### config.mk
export PLATFORM = sky130hd
export DESIGN_NAME = bpm_top
export DESIGN_NICKNAME = d
export VERILOG_FILES = /design/src/core/bpm_pkg.sv /design/src/core/bpm_cache.sv /design/src/core/bpm_top.sv
export VERILOG_INCLUDE_DIRS = /design/src /design/src/core
export SDC_FILE = /design/constraint.sdc
export NUM_CORES = 2
export LEC_CHECK = 0
export BUFFER_PORTS_ARGS = -buffer_cell sky130_fd_sc_hd__buf_2
export CORE_MARGIN = 3
export CORE_UTILIZATION = 68
export CTS_BUF_LIST = sky130_fd_sc_hd__clkbuf_4
export DETAILED_ROUTE_END_ITERATION = 8
export PLACE_DENSITY_LB_ADDON = 0.3
export SYNTH_ARGS = -nofsm -noshare
export SYNTH_HDL_FRONTEND = slang
export SYNTH_SLANG_ARGS = --single-unit
### constraint.sdc
create_clock -name MCLK_I -period 38.6 [get_ports MCLK_I]
set_input_delay 3.86 -clock MCLK_I [delete_from_list [all_inputs] [get_ports MCLK_I]]
set_output_delay 3.86 -clock MCLK_I [all_outputs]
set_load 0.02 [all_outputs]
### src/core/bpm_defines.svh
// Purpose: constants for the bus page map access block
// Assumes: included by its bare name
// Notes:   offsets are local I/O byte addresses
`ifndef BPM_DEFINES_SVH
`define BPM_DEFINES_SVH
`define BPM_WIN_FIRST  32'h2008_8000
`define BPM_WIN_LAST   32'h2008_FFFC
`define BPM_ENTRIES    8192
`define BPM_IDX_W      13
`define BPM_FRM_W      20
`define BPM_CACHE_N    16
`define BPM_PTR_W      4
`define BPM_VALID_BIT  31
`define BPM_MBZ_HI     30
`define BPM_MBZ_LO     20
`define BPM_PAGE_LSB   9
`define BPM_BASE_LSB   15
`define BPM_BASE_MSB   28
`define BPM_BASE_RST   14'h0000
`endif

### src/core/bpm_pkg.sv
// Purpose: types for the bus page map access block
// Assumes: bpm_defines.svh holds the numbers
// Notes:   state codes are gray along idle, look, fetch
`include "bpm_defines.svh"
package bpm_pkg;
  typedef enum logic [2:0] {
    ST_IDLE = 3'b000,
    ST_LOOK = 3'b001,
    ST_MRD  = 3'b011,
    ST_MWR  = 3'b010
  } bpm_state_type;

  typedef struct packed {
    logic [`BPM_CACHE_N-1:0]                vld;
    logic [`BPM_CACHE_N-1:0][`BPM_IDX_W-1:0] tag;
    logic [`BPM_CACHE_N-1:0][`BPM_FRM_W-1:0] frm;
    logic [`BPM_PTR_W-1:0]                  ptr;
    logic                                   hit;
    logic [`BPM_FRM_W-1:0]                  dat;
  } bpm_cache_st_type;

  typedef struct packed {
    bpm_state_type         st;
    logic                  own_dma;
    logic [21:0]           dadr;
    logic [`BPM_IDX_W-1:0] cidx;
    logic [31:0]           wbuf;
    logic [13:0]           base;
    logic                  rb_v;
    logic [`BPM_IDX_W-1:0] rb_idx;
    logic [31:0]           rb_dat;
    logic [1:0]            pg_sync;
    logic                  pg_prev;
    logic                  cpu_ack;
    logic                  cpu_retry;
    logic [31:0]           cpu_rdata;
    logic                  dma_ack;
    logic                  dma_noresp;
    logic [28:0]           dma_maddr;
    logic                  mem_req;
    logic                  mem_we;
    logic [28:0]           mem_addr;
    logic [31:0]           mem_wdata;
  } bpm_top_st_type;
endpackage

### src/core/bpm_cache.sv
// Purpose: fully associative cache of page map entries
// Assumes: one lookup per cycle, result one cycle later
// Notes:   only valid entries are ever filled
`timescale 1ns/1ps
`include "bpm_defines.svh"
module bpm_cache
  import bpm_pkg::*;
(
  input  wire logic                  clk_i,
  input  wire logic                  rst_i,
  input  wire logic [`BPM_IDX_W-1:0] lk_tag_i,
  output logic                       hit_o,
  output logic [`BPM_FRM_W-1:0]      dat_o,
  input  wire logic                  fill_i,
  input  wire logic [`BPM_IDX_W-1:0] fill_tag_i,
  input  wire logic [`BPM_FRM_W-1:0] fill_dat_i,
  input  wire logic                  inv_one_i,
  input  wire logic [`BPM_IDX_W-1:0] inv_tag_i,
  input  wire logic                  inv_all_i
);
  bpm_cache_st_type s_q;
  bpm_cache_st_type s_d;

  always_comb begin
    s_d     = s_q;
    s_d.hit = 1'b0;
    s_d.dat = '0;
    for (int i = 0; i < `BPM_CACHE_N; i++) begin
      if (s_q.vld[i] && s_q.tag[i] == lk_tag_i && !inv_all_i) begin
        s_d.hit = 1'b1;
        s_d.dat = s_q.frm[i];
      end
      if (inv_one_i && s_q.tag[i] == inv_tag_i) begin
        s_d.vld[i] = 1'b0;
      end
    end
    // round-robin victim, no recency tracking to keep the cam small
    if (fill_i) begin
      s_d.vld[s_q.ptr] = 1'b1;
      s_d.tag[s_q.ptr] = fill_tag_i;
      s_d.frm[s_q.ptr] = fill_dat_i;
      s_d.ptr          = s_q.ptr + 1'b1;
    end
    if (inv_all_i) begin
      s_d.vld = '0;
    end
  end

  always_ff @(posedge clk_i or posedge rst_i) begin
    if (rst_i) begin
      s_q <= '0;
    end else begin
      s_q <= s_d;
    end
  end

  assign hit_o = s_q.hit;
  assign dat_o = s_q.dat;

  property p_inv_all;
    @(posedge clk_i) disable iff (rst_i)
      inv_all_i |=> s_q.vld == '0 && !s_q.hit;
  endproperty
  a_inv_all: assert property (p_inv_all) else $error("cache not cleared");

  property p_fill_rr;
    @(posedge clk_i) disable iff (rst_i)
      fill_i && !inv_all_i |=> s_q.vld[$past(s_q.ptr)] && s_q.ptr == $past(s_q.ptr) + 4'h1;
  endproperty
  a_fill_rr: assert property (p_fill_rr) else $error("fill slot wrong");
endmodule

### src/core/bpm_top.sv
// Purpose: page map access for bus dma translation and cpu map window
// Assumes: cpu, dma and memory ports run on MCLK_I; POWER_GOOD_I is a pin
// Notes:   requests are levels held until their answer pulse
//
// Functional notes
// - 8192 entries, one per bus page
// - entries live in 32KB main memory
// - storage base from map base register
// - entry index from address bits 14:2
// - invalid entry means no bus response
// - entry bits 30:20 read as zero
// - frame gives memory bits 28:9
// - entries have no reset value
// - sixteen entry fully associative cache
// - never request expansion bus for map
// - window not reachable from expansion bus
// - cpu hit arbitrates with dma, returns data
// - cpu miss retries, fetches, serves retry
// - cpu read never loads the cache
// - cpu write latched, completed, then stored
// - cpu write invalidates cached copy
// - cpu write never updates cached copy
// - dma miss fetches entry before continuing
// - clear cache on reset, invalidate, base
// - dma refused while external access disabled
`timescale 1ns/1ps
`include "bpm_defines.svh"
module bpm_top
  import bpm_pkg::*;
(
  input  wire logic        MCLK_I,
  input  wire logic        RST_I,
  input  wire logic        POWER_GOOD_I,
  input  wire logic        EXT_ACCESS_EN_I,
  input  wire logic        INVAL_ALL_REQ_I,
  input  wire logic        IO_RESET_WRITE_I,
  input  wire logic        MAP_BASE_WE_I,
  input  wire logic [31:0] MAP_BASE_I,
  input  wire logic        CPU_REQ_I,
  input  wire logic        CPU_WE_I,
  input  wire logic [31:0] CPU_ADDR_I,
  input  wire logic [31:0] CPU_WDATA_I,
  output logic             CPU_ACK_O,
  output logic             CPU_RETRY_O,
  output logic [31:0]      CPU_RDATA_O,
  input  wire logic        DMA_REQ_I,
  input  wire logic [21:0] DMA_ADDR_I,
  output logic             DMA_ACK_O,
  output logic             DMA_NORESP_O,
  output logic [28:0]      DMA_MADDR_O,
  output logic             MEM_REQ_O,
  output logic             MEM_WE_O,
  output logic [28:0]      MEM_ADDR_O,
  output logic [31:0]      MEM_WDATA_O,
  input  wire logic        MEM_ACK_I,
  input  wire logic [31:0] MEM_RDATA_I
);
  // ----------------------------------------------------------------
  // helpers
  // ----------------------------------------------------------------
  function automatic logic [28:0] f_entry_addr(input logic [13:0] base,
                                               input logic [`BPM_IDX_W-1:0] idx);
    f_entry_addr = {base, idx, 2'b00};
  endfunction

  function automatic logic [28:0] f_maddr(input logic [`BPM_FRM_W-1:0] frm,
                                          input logic [21:0] adr);
    f_maddr = {frm, adr[`BPM_PAGE_LSB-1:0]};
  endfunction

  function automatic logic [31:0] f_clean(input logic [31:0] e);
    f_clean = e;
    f_clean[`BPM_MBZ_HI:`BPM_MBZ_LO] = '0;
  endfunction

  // ----------------------------------------------------------------
  // state and decode
  // ----------------------------------------------------------------
  bpm_top_st_type        s_q;
  bpm_top_st_type        s_d;
  logic                  c_hit;
  logic [`BPM_FRM_W-1:0] c_dat;
  logic [`BPM_IDX_W-1:0] lk_tag;
  logic                  fill;
  logic                  inv_one;
  logic                  inv_all;
  logic                  pg_neg;
  logic                  cpu_win;
  logic                  cpu_idx_ok;
  logic                  idle_free;
  logic                  dma_take;
  logic                  dma_refuse;
  logic                  cpu_take;
  logic [`BPM_IDX_W-1:0] cpu_idx;

  // window lives in local I/O space only; no expansion-bus path reaches it
  assign cpu_win = CPU_ADDR_I >= `BPM_WIN_FIRST && CPU_ADDR_I <= `BPM_WIN_LAST
                   && CPU_ADDR_I[1:0] == 2'b00;
  assign cpu_idx    = CPU_ADDR_I[14:2];
  assign cpu_idx_ok = cpu_win;
  assign pg_neg     = s_q.pg_prev && !s_q.pg_sync[1];
  assign inv_all    = pg_neg || INVAL_ALL_REQ_I || IO_RESET_WRITE_I
                      || MAP_BASE_WE_I;
  assign idle_free  = s_q.st == ST_IDLE;
  // dma wins the single lookup port; a waiting cpu read is served next
  assign dma_take   = idle_free && DMA_REQ_I && !s_q.dma_ack
                      && !s_q.dma_noresp;
  assign dma_refuse = dma_take && !EXT_ACCESS_EN_I;
  assign cpu_take   = idle_free && !dma_take && CPU_REQ_I && cpu_idx_ok
                      && !s_q.cpu_ack && !s_q.cpu_retry;
  assign lk_tag     = dma_take ? DMA_ADDR_I[21:9] : cpu_idx;
  assign inv_one    = cpu_take && CPU_WE_I;
  assign fill       = s_q.st == ST_MRD && MEM_ACK_I && s_q.own_dma
                      && MEM_RDATA_I[`BPM_VALID_BIT];

  // ----------------------------------------------------------------
  // map cache
  // ----------------------------------------------------------------
  bpm_cache bpm_cache_i (
    .clk_i      (MCLK_I),
    .rst_i      (RST_I),
    .lk_tag_i   (lk_tag),
    .hit_o      (c_hit),
    .dat_o      (c_dat),
    .fill_i     (fill),
    .fill_tag_i (s_q.dadr[21:9]),
    .fill_dat_i (MEM_RDATA_I[`BPM_FRM_W-1:0]),
    .inv_one_i  (inv_one),
    .inv_tag_i  (cpu_idx),
    .inv_all_i  (inv_all)
  );

  // ----------------------------------------------------------------
  // next state
  // ----------------------------------------------------------------
  always_comb begin
    s_d            = s_q;
    s_d.pg_sync    = {s_q.pg_sync[0], POWER_GOOD_I};
    s_d.pg_prev    = s_q.pg_sync[1];
    s_d.cpu_ack    = 1'b0;
    s_d.cpu_retry  = 1'b0;
    s_d.dma_ack    = 1'b0;
    s_d.dma_noresp = 1'b0;
    if (MAP_BASE_WE_I) begin
      s_d.base = MAP_BASE_I[`BPM_BASE_MSB:`BPM_BASE_LSB];
    end
    if (inv_all) begin
      s_d.rb_v = 1'b0;
    end
    unique case (s_q.st)
      ST_IDLE: begin
        if (dma_refuse) begin
          s_d.dma_noresp = 1'b1;
        end else if (dma_take) begin
          s_d.own_dma = 1'b1;
          s_d.dadr    = DMA_ADDR_I;
          s_d.st      = ST_LOOK;
        end else if (cpu_take && CPU_WE_I) begin
          // the cpu cycle ends now; memory is written afterwards
          s_d.wbuf      = CPU_WDATA_I;
          s_d.cidx      = cpu_idx;
          s_d.cpu_ack   = 1'b1;
          s_d.mem_req   = 1'b1;
          s_d.mem_we    = 1'b1;
          s_d.mem_addr  = f_entry_addr(s_q.base, cpu_idx);
          s_d.mem_wdata = s_d.wbuf;
          if (s_q.rb_idx == cpu_idx) begin
            s_d.rb_v = 1'b0;
          end
          s_d.st = ST_MWR;
        end else if (cpu_take && s_q.rb_v && s_q.rb_idx == cpu_idx) begin
          s_d.cpu_ack   = 1'b1;
          s_d.cpu_rdata = s_q.rb_dat;
          s_d.rb_v      = 1'b0;
        end else if (cpu_take) begin
          s_d.own_dma = 1'b0;
          s_d.cidx    = cpu_idx;
          s_d.st      = ST_LOOK;
        end
      end
      ST_LOOK: begin
        if (c_hit && s_q.own_dma) begin
          s_d.dma_ack   = 1'b1;
          s_d.dma_maddr = f_maddr(c_dat, s_q.dadr);
          s_d.st        = ST_IDLE;
        end else if (c_hit) begin
          s_d.cpu_ack   = 1'b1;
          s_d.cpu_rdata = {1'b1, 11'h000, c_dat};
          s_d.st        = ST_IDLE;
        end else begin
          // only the local processor bus is used for the fetch
          s_d.cpu_retry = !s_q.own_dma;
          s_d.mem_req   = 1'b1;
          s_d.mem_we    = 1'b0;
          s_d.mem_addr  = f_entry_addr(s_q.base,
                                       s_q.own_dma ? s_q.dadr[21:9] : s_q.cidx);
          s_d.st        = ST_MRD;
        end
      end
      ST_MRD: begin
        if (MEM_ACK_I) begin
          s_d.mem_req = 1'b0;
          s_d.st      = ST_IDLE;
          if (s_q.own_dma && MEM_RDATA_I[`BPM_VALID_BIT]) begin
            s_d.dma_ack   = 1'b1;
            s_d.dma_maddr = f_maddr(MEM_RDATA_I[`BPM_FRM_W-1:0], s_q.dadr);
          end else if (s_q.own_dma) begin
            s_d.dma_noresp = 1'b1;
          end else if (!inv_all) begin
            s_d.rb_v   = 1'b1;
            s_d.rb_idx = s_q.cidx;
            s_d.rb_dat = f_clean(MEM_RDATA_I);
          end
        end
      end
      ST_MWR: begin
        if (MEM_ACK_I) begin
          s_d.mem_req = 1'b0;
          s_d.mem_we  = 1'b0;
          s_d.st      = ST_IDLE;
        end
      end
      default: begin
        s_d.st      = ST_IDLE;
        s_d.mem_req = 1'b0;
      end
    endcase
  end

  // ----------------------------------------------------------------
  // registers
  // ----------------------------------------------------------------
  always_ff @(posedge MCLK_I or posedge RST_I) begin
    if (RST_I) begin
      s_q      <= '0;
      s_q.st   <= ST_IDLE;
      s_q.base <= `BPM_BASE_RST;
    end else begin
      s_q <= s_d;
    end
  end

  assign CPU_ACK_O    = s_q.cpu_ack;
  assign CPU_RETRY_O  = s_q.cpu_retry;
  assign CPU_RDATA_O  = s_q.cpu_rdata;
  assign DMA_ACK_O    = s_q.dma_ack;
  assign DMA_NORESP_O = s_q.dma_noresp;
  assign DMA_MADDR_O  = s_q.dma_maddr;
  assign MEM_REQ_O    = s_q.mem_req;
  assign MEM_WE_O     = s_q.mem_we;
  assign MEM_ADDR_O   = s_q.mem_addr;
  assign MEM_WDATA_O  = s_q.mem_wdata;

  // ----------------------------------------------------------------
  // checks
  // ----------------------------------------------------------------
  property p_refuse;
    @(posedge MCLK_I) disable iff (RST_I)
      dma_refuse |=> DMA_NORESP_O && !DMA_ACK_O && !MEM_REQ_O;
  endproperty
  a_refuse: assert property (p_refuse) else $error("dma not refused");

  property p_invalid;
    @(posedge MCLK_I) disable iff (RST_I)
      s_q.st == ST_MRD && MEM_ACK_I && s_q.own_dma && !MEM_RDATA_I[31]
      |=> DMA_NORESP_O && !DMA_ACK_O;
  endproperty
  a_invalid: assert property (p_invalid) else $error("invalid entry answered");

  property p_page;
    @(posedge MCLK_I) disable iff (RST_I)
      DMA_ACK_O |-> DMA_MADDR_O[8:0] == s_q.dadr[8:0];
  endproperty
  a_page: assert property (p_page) else $error("page offset changed");

  property p_entry_addr;
    @(posedge MCLK_I) disable iff (RST_I)
      $rose(MEM_REQ_O) |-> MEM_ADDR_O[28:15] == $past(s_q.base) && MEM_ADDR_O[1:0] == 2'b00;
  endproperty
  a_entry_addr: assert property (p_entry_addr) else $error("entry address wrong");

  property p_retry;
    @(posedge MCLK_I) disable iff (RST_I)
      s_q.st == ST_LOOK && !s_q.own_dma && !c_hit
      |=> CPU_RETRY_O && MEM_REQ_O && !MEM_WE_O;
  endproperty
  a_retry: assert property (p_retry) else $error("miss without retry");

  property p_no_cpu_fill;
    @(posedge MCLK_I) disable iff (RST_I)
      s_q.st == ST_MRD && MEM_ACK_I && !s_q.own_dma |=> $stable(bpm_cache_i.s_q.ptr);
  endproperty
  a_no_cpu_fill: assert property (p_no_cpu_fill) else $error("cpu read filled");

  property p_write;
    @(posedge MCLK_I) disable iff (RST_I)
      cpu_take && CPU_WE_I |-> inv_one ##1 CPU_ACK_O && MEM_REQ_O && MEM_WE_O
      && MEM_WDATA_O == $past(CPU_WDATA_I);
  endproperty
  a_write: assert property (p_write) else $error("write not posted");

  property p_zero;
    @(posedge MCLK_I) disable iff (RST_I)
      CPU_ACK_O && !MEM_WE_O |-> CPU_RDATA_O[30:20] == 11'h000;
  endproperty
  a_zero: assert property (p_zero) else $error("reserved bits set");

  property p_dma_first;
    @(posedge MCLK_I) disable iff (RST_I)
      idle_free && DMA_REQ_I && EXT_ACCESS_EN_I && !s_q.dma_ack && !s_q.dma_noresp
      && CPU_REQ_I && cpu_win |=> s_q.st == ST_LOOK && s_q.own_dma && !CPU_ACK_O;
  endproperty
  a_dma_first: assert property (p_dma_first) else $error("lookup port clash");

  property p_fetch_first;
    @(posedge MCLK_I) disable iff (RST_I)
      s_q.st == ST_LOOK && s_q.own_dma && !c_hit
      |=> MEM_REQ_O && !MEM_WE_O && !DMA_ACK_O && !DMA_NORESP_O;
  endproperty
  a_fetch_first: assert property (p_fetch_first) else $error("dma miss not fetched");

  property p_buf_serve;
    @(posedge MCLK_I) disable iff (RST_I)
      cpu_take && !CPU_WE_I && s_q.rb_v && s_q.rb_idx == cpu_idx
      |=> CPU_ACK_O && CPU_RDATA_O == $past(s_q.rb_dat);
  endproperty
  a_buf_serve: assert property (p_buf_serve) else $error("retry not served");

  property p_no_wr_update;
    @(posedge MCLK_I) disable iff (RST_I)
      inv_one |=> $stable(bpm_cache_i.s_q.frm) && $stable(bpm_cache_i.s_q.tag);
  endproperty
  a_no_wr_update: assert property (p_no_wr_update) else $error("cached copy updated");

  property p_wr_hold;
    @(posedge MCLK_I) disable iff (RST_I)
      MEM_REQ_O && MEM_WE_O && !MEM_ACK_I
      |=> MEM_REQ_O && $stable(MEM_WDATA_O) && $stable(MEM_ADDR_O);
  endproperty
  a_wr_hold: assert property (p_wr_hold) else $error("posted write lost");

  property p_base_load;
    @(posedge MCLK_I) disable iff (RST_I)
      MAP_BASE_WE_I |=> s_q.base == $past(MAP_BASE_I[`BPM_BASE_MSB:`BPM_BASE_LSB]);
  endproperty
  a_base_load: assert property (p_base_load) else $error("map base not loaded");
endmodule

==> impl_metrics.tcl <==
set metrics [dict create \
    n_fill_cell 3975 \
    synth_edf_count 0 \
    layout_common_cells "774 x dfrtp_1, 639 x mux2_2, 277 x clkbuf_4" \
    ys_seq_area_frac 0.483 \
    hold_buffers 0 \
    ff2ff_path_depth 13 \
    syn_to_final_growth_pct 8.68 \
    finalHoldViolations 0 \
    die-height_um 249 \
    startpoint_type "input port" \
    wl_per_cell_um 27.8 \
    synth_cell_types 84 \
    cp.arrival_ns 9.57 \
    drv_slew 0 \
    grt_pass1_vias 32195 \
    final.period_utilization 0.224 \
    yosys.area_share.simple 0.0869 \
    start_util 0.690 \
    dieWidth_um 249 \
    final_common_cell "dfrtp_1" \
    yosys_most_used_dff "dfrtp_1" \
    max_freq_ghz 0.115 \
    clockRootBuffer "clkbuf_4" \
    vias 31438 \
    postSynthCellCount 3586 \
    post_cts_resized 0 \
    antenna_found_initial 6 \
    tightestPinTransition_ns 1.32 \
    ctsHtreeMaxLevel 4 \
    dp_hpwl_um 81000 \
    portBuffers 246 \
    ys_warn_count 0 \
    wirelength_um 129000 \
    path_class "input port to flip-flop" \
    synth_top_family_by_area "multiplexers" \
    synth_compound_area_frac 0.116 \
    final_util 0.750 \
    synth.area.mux_share 0.187 \
    clkPwrFrac 0.280 \
    fin_setup_tns_ns 0 \
    comb_power_share 0.265 \
    ant_nets 0 \
    synth_area_sq_mm 0.0401 \
    finalNetCount 3895 \
    ys_ff_latch 774 \
    coreArea_sq_mm 0.0580 \
    hold-path-cell-count 0 \
    clock-sinks 774 \
    placed_area_sq_mm 0.0410 \
    post-route-cell-area_sq_mm 0.0435 \
    synthXorXnorAreaFrac 0.0627 \
    drt_iter0_markers 3261 \
    p_switching_uw 884 \
    synthArstFlopShare 1.00 \
    synth-adder-area-share 0.00281 \
    grt_pass1_wl_um 195000 \
    cp.required_ns 39.51 \
    dr.pass1.iters 6 \
    dp.cells 4290 \
    cts_made_buffers 197 \
    grtUsageTotal 0.414 \
    hp-class "flip-flop to flip-flop" \
    postCtsSetupBuffers 0 \
    rows 88 \
    fin_crit_ns 8.66 \
    skew_ns 0.0702 \
    power_frac_seq 0.455 \
    syn-mean-instance-area_sq_um 11.2 \
    place_congestion 0.967 \
    seq_area_sq_mm 0.0194 \
    grt_max_degree 177 \
    endpoint_kind "flip-flop" \
    io_pins 289 \
    switching_share 0.358 \
    routed_via_density 6.78 \
    final_cells 4634 \
    ir_drop_mv 0.0484 \
    drv_cap 0 \
    grt_overflow 0 \
    cts_tree "built" \
    p_int_uw 1580 \
    p_leak_uw 0.0212 \
    clockBufferDepth 3 \
    drcViolationCount 0 \
    setup_viol 0 \
    slew_headroom 0.121 \
    drive_above_1_share 0.339 \
    clk_pin_slew_worst_paths_ns 0.06 \
    clk_latency_ns 1.08 \
    die_area_sq_mm 0.0619 \
    status "complete, no violations" \
    power_uw 2470 \
    path_max_fanout 45 \
    rsz0062_at_grt "false" \
    power_density_mw_per_mm2 56.7 \
    multiInputGateArea_sq_mm 0.0184 \
]
==> area by class of cell <==
cell class                      count  share of cell area
Inverter                          100             0.00879
Tap cell                          765              0.0220
Multi-Input combinational cell   2318               0.423
Antenna cell                        6            0.000345
Timing Repair Buffer              334              0.0445
Clock inverter                     60             0.00845
Sequential cell                   774               0.445
Clock buffer                      277              0.0478
==> flip-flops by register name, summed over array words and instances, names as in the netlist <==
signal,flops
MEM_WE_O,1
CPU_ACK_O,1
s_d,2
bpm_cache_i.s_q,548
s_q,88
CPU_RDATA_O,21
MEM_WDATA_O,32
MEM_REQ_O,1
DMA_ACK_O,1
MEM_ADDR_O,27
DMA_NORESP_O,1
bpm_cache_i.dat_o,20
DMA_MADDR_O,29
CPU_RETRY_O,1
bpm_cache_i.hit_o,1
==> critical path: stages <==
cell       delay (ns)
buf_2            0.11
and4bb_4         0.69
buf_4            0.71
mux2i_4          0.83
a221oi_1         0.21
and4_1           0.22
nand3_1          0.20
clkinv_1         0.86
a21oi_1          0.38
o21ai_0          0.19
a2111oi_0        1.02
o32ai_1          0.24
==> through the flow <==
| step | worst slack [ns] | hold WS (ns) |
|---|---|---|
| finish | 29.94 | 0.351 |
| global route | 29.84 | 0.360 |
| CTS | 30.19 | 0.351 |
| detailed placement | 29.10 | 0.337 |
| global placement | 29.09 | 0.332 |
| floorplan | 13.01 | 0.331 |
==> worst paths after layout <==
path,slack (ns),from,endpoint
max,29.94,DMA_REQ_I,bpm_cache_i.dat_o[18]$_DFF_PP0_
min,0.35,s_d[130]$_DFF_PP0_,s_d[128]$_DFF_PP0_
max reg2reg,31.60,s_q[259]$_DFFE_PP0P_,bpm_cache_i.dat_o[18]$_DFF_PP0_
min reg2reg,0.35,s_d[130]$_DFF_PP0_,s_d[128]$_DFF_PP0_
max in group asynchronous,33.09,RST_I,bpm_cache_i.s_q[313]$_DFFE_PP0P_
min in group asynchronous,2.99,RST_I,MEM_WDATA_O[4]$_DFFE_PP0P_
==> routing by layer <==
metal	global-route usage	share of wire	vias up
li1	-	-	13171
met1	0.507	0.36	15673
met2	0.641	0.45	1983
met5	0.00695	0.00055	-
met3	0.109	0.10	607
met4	0.293	0.078	4
==> synth_stat cells, types with 10 or more instances <==
master / count / area [sq um]
o31a_1: 18 / 158
a2111oi_0: 13 / 114
nor4_1: 54 / 338
o21bai_1: 19 / 143
nor3_1: 61 / 305
o2bb2ai_1: 13 / 114
o221ai_1: 53 / 464
xor2_1: 173 / 1520
clkbuf_1: 215 / 807
buf_2: 16 / 80.1
nor2b_1: 67 / 419
clkinv_1: 10 / 37.5
o2111a_1: 19 / 214
and2_1: 26 / 163
nand2b_1: 23 / 144
a22oi_1: 25 / 188
a221o_1: 24 / 240
buf_1: 41 / 154
nand4_1: 43 / 269
dfrtp_1: 774 / 19400
a222oi_1: 17 / 170
nor2_1: 145 / 544
nand3_1: 39 / 195
buf_4: 126 / 946
nand2_1: 186 / 698
or4_1: 12 / 90.1
o22ai_1: 46 / 288
a221oi_1: 49 / 429
inv_1: 90 / 338
o2111ai_1: 14 / 123
xnor2_1: 114 / 998
o21ai_0: 137 / 686
mux2i_1: 17 / 170
a21oi_1: 121 / 606
mux2_2: 639 / 7200
==> power groups by stage <==
| stage | Clock [uW] | Sequential [uW] | Combinational [uW] |
|---|---|---|---|
| 2_1_floorplan | 0 | 1080 | 499 |
| 3_3_place_gp | 0 | 1120 | 615 |
| 3_5_place_dp | 0 | 1130 | 636 |
| 4_1_cts | 700 | 1120 | 640 |
| 5_1_grt | 746 | 1140 | 697 |
| 6_report | 692 | 1120 | 654 |
==> cells by family (layout without fill, tap and decap cells) <==
kind of cell	count (synthesis)	in the layout
AO/OA/AOI/OAI	652	652
XOR/XNOR	287	287
multiplexers	663	663
flip-flops	774	774
other	1	19
buffers and inverters	506	771
adder cells (fa/ha/maj)	9	9
AND/OR/NAND/NOR	694	694
(Power assumes the default switching activity.)
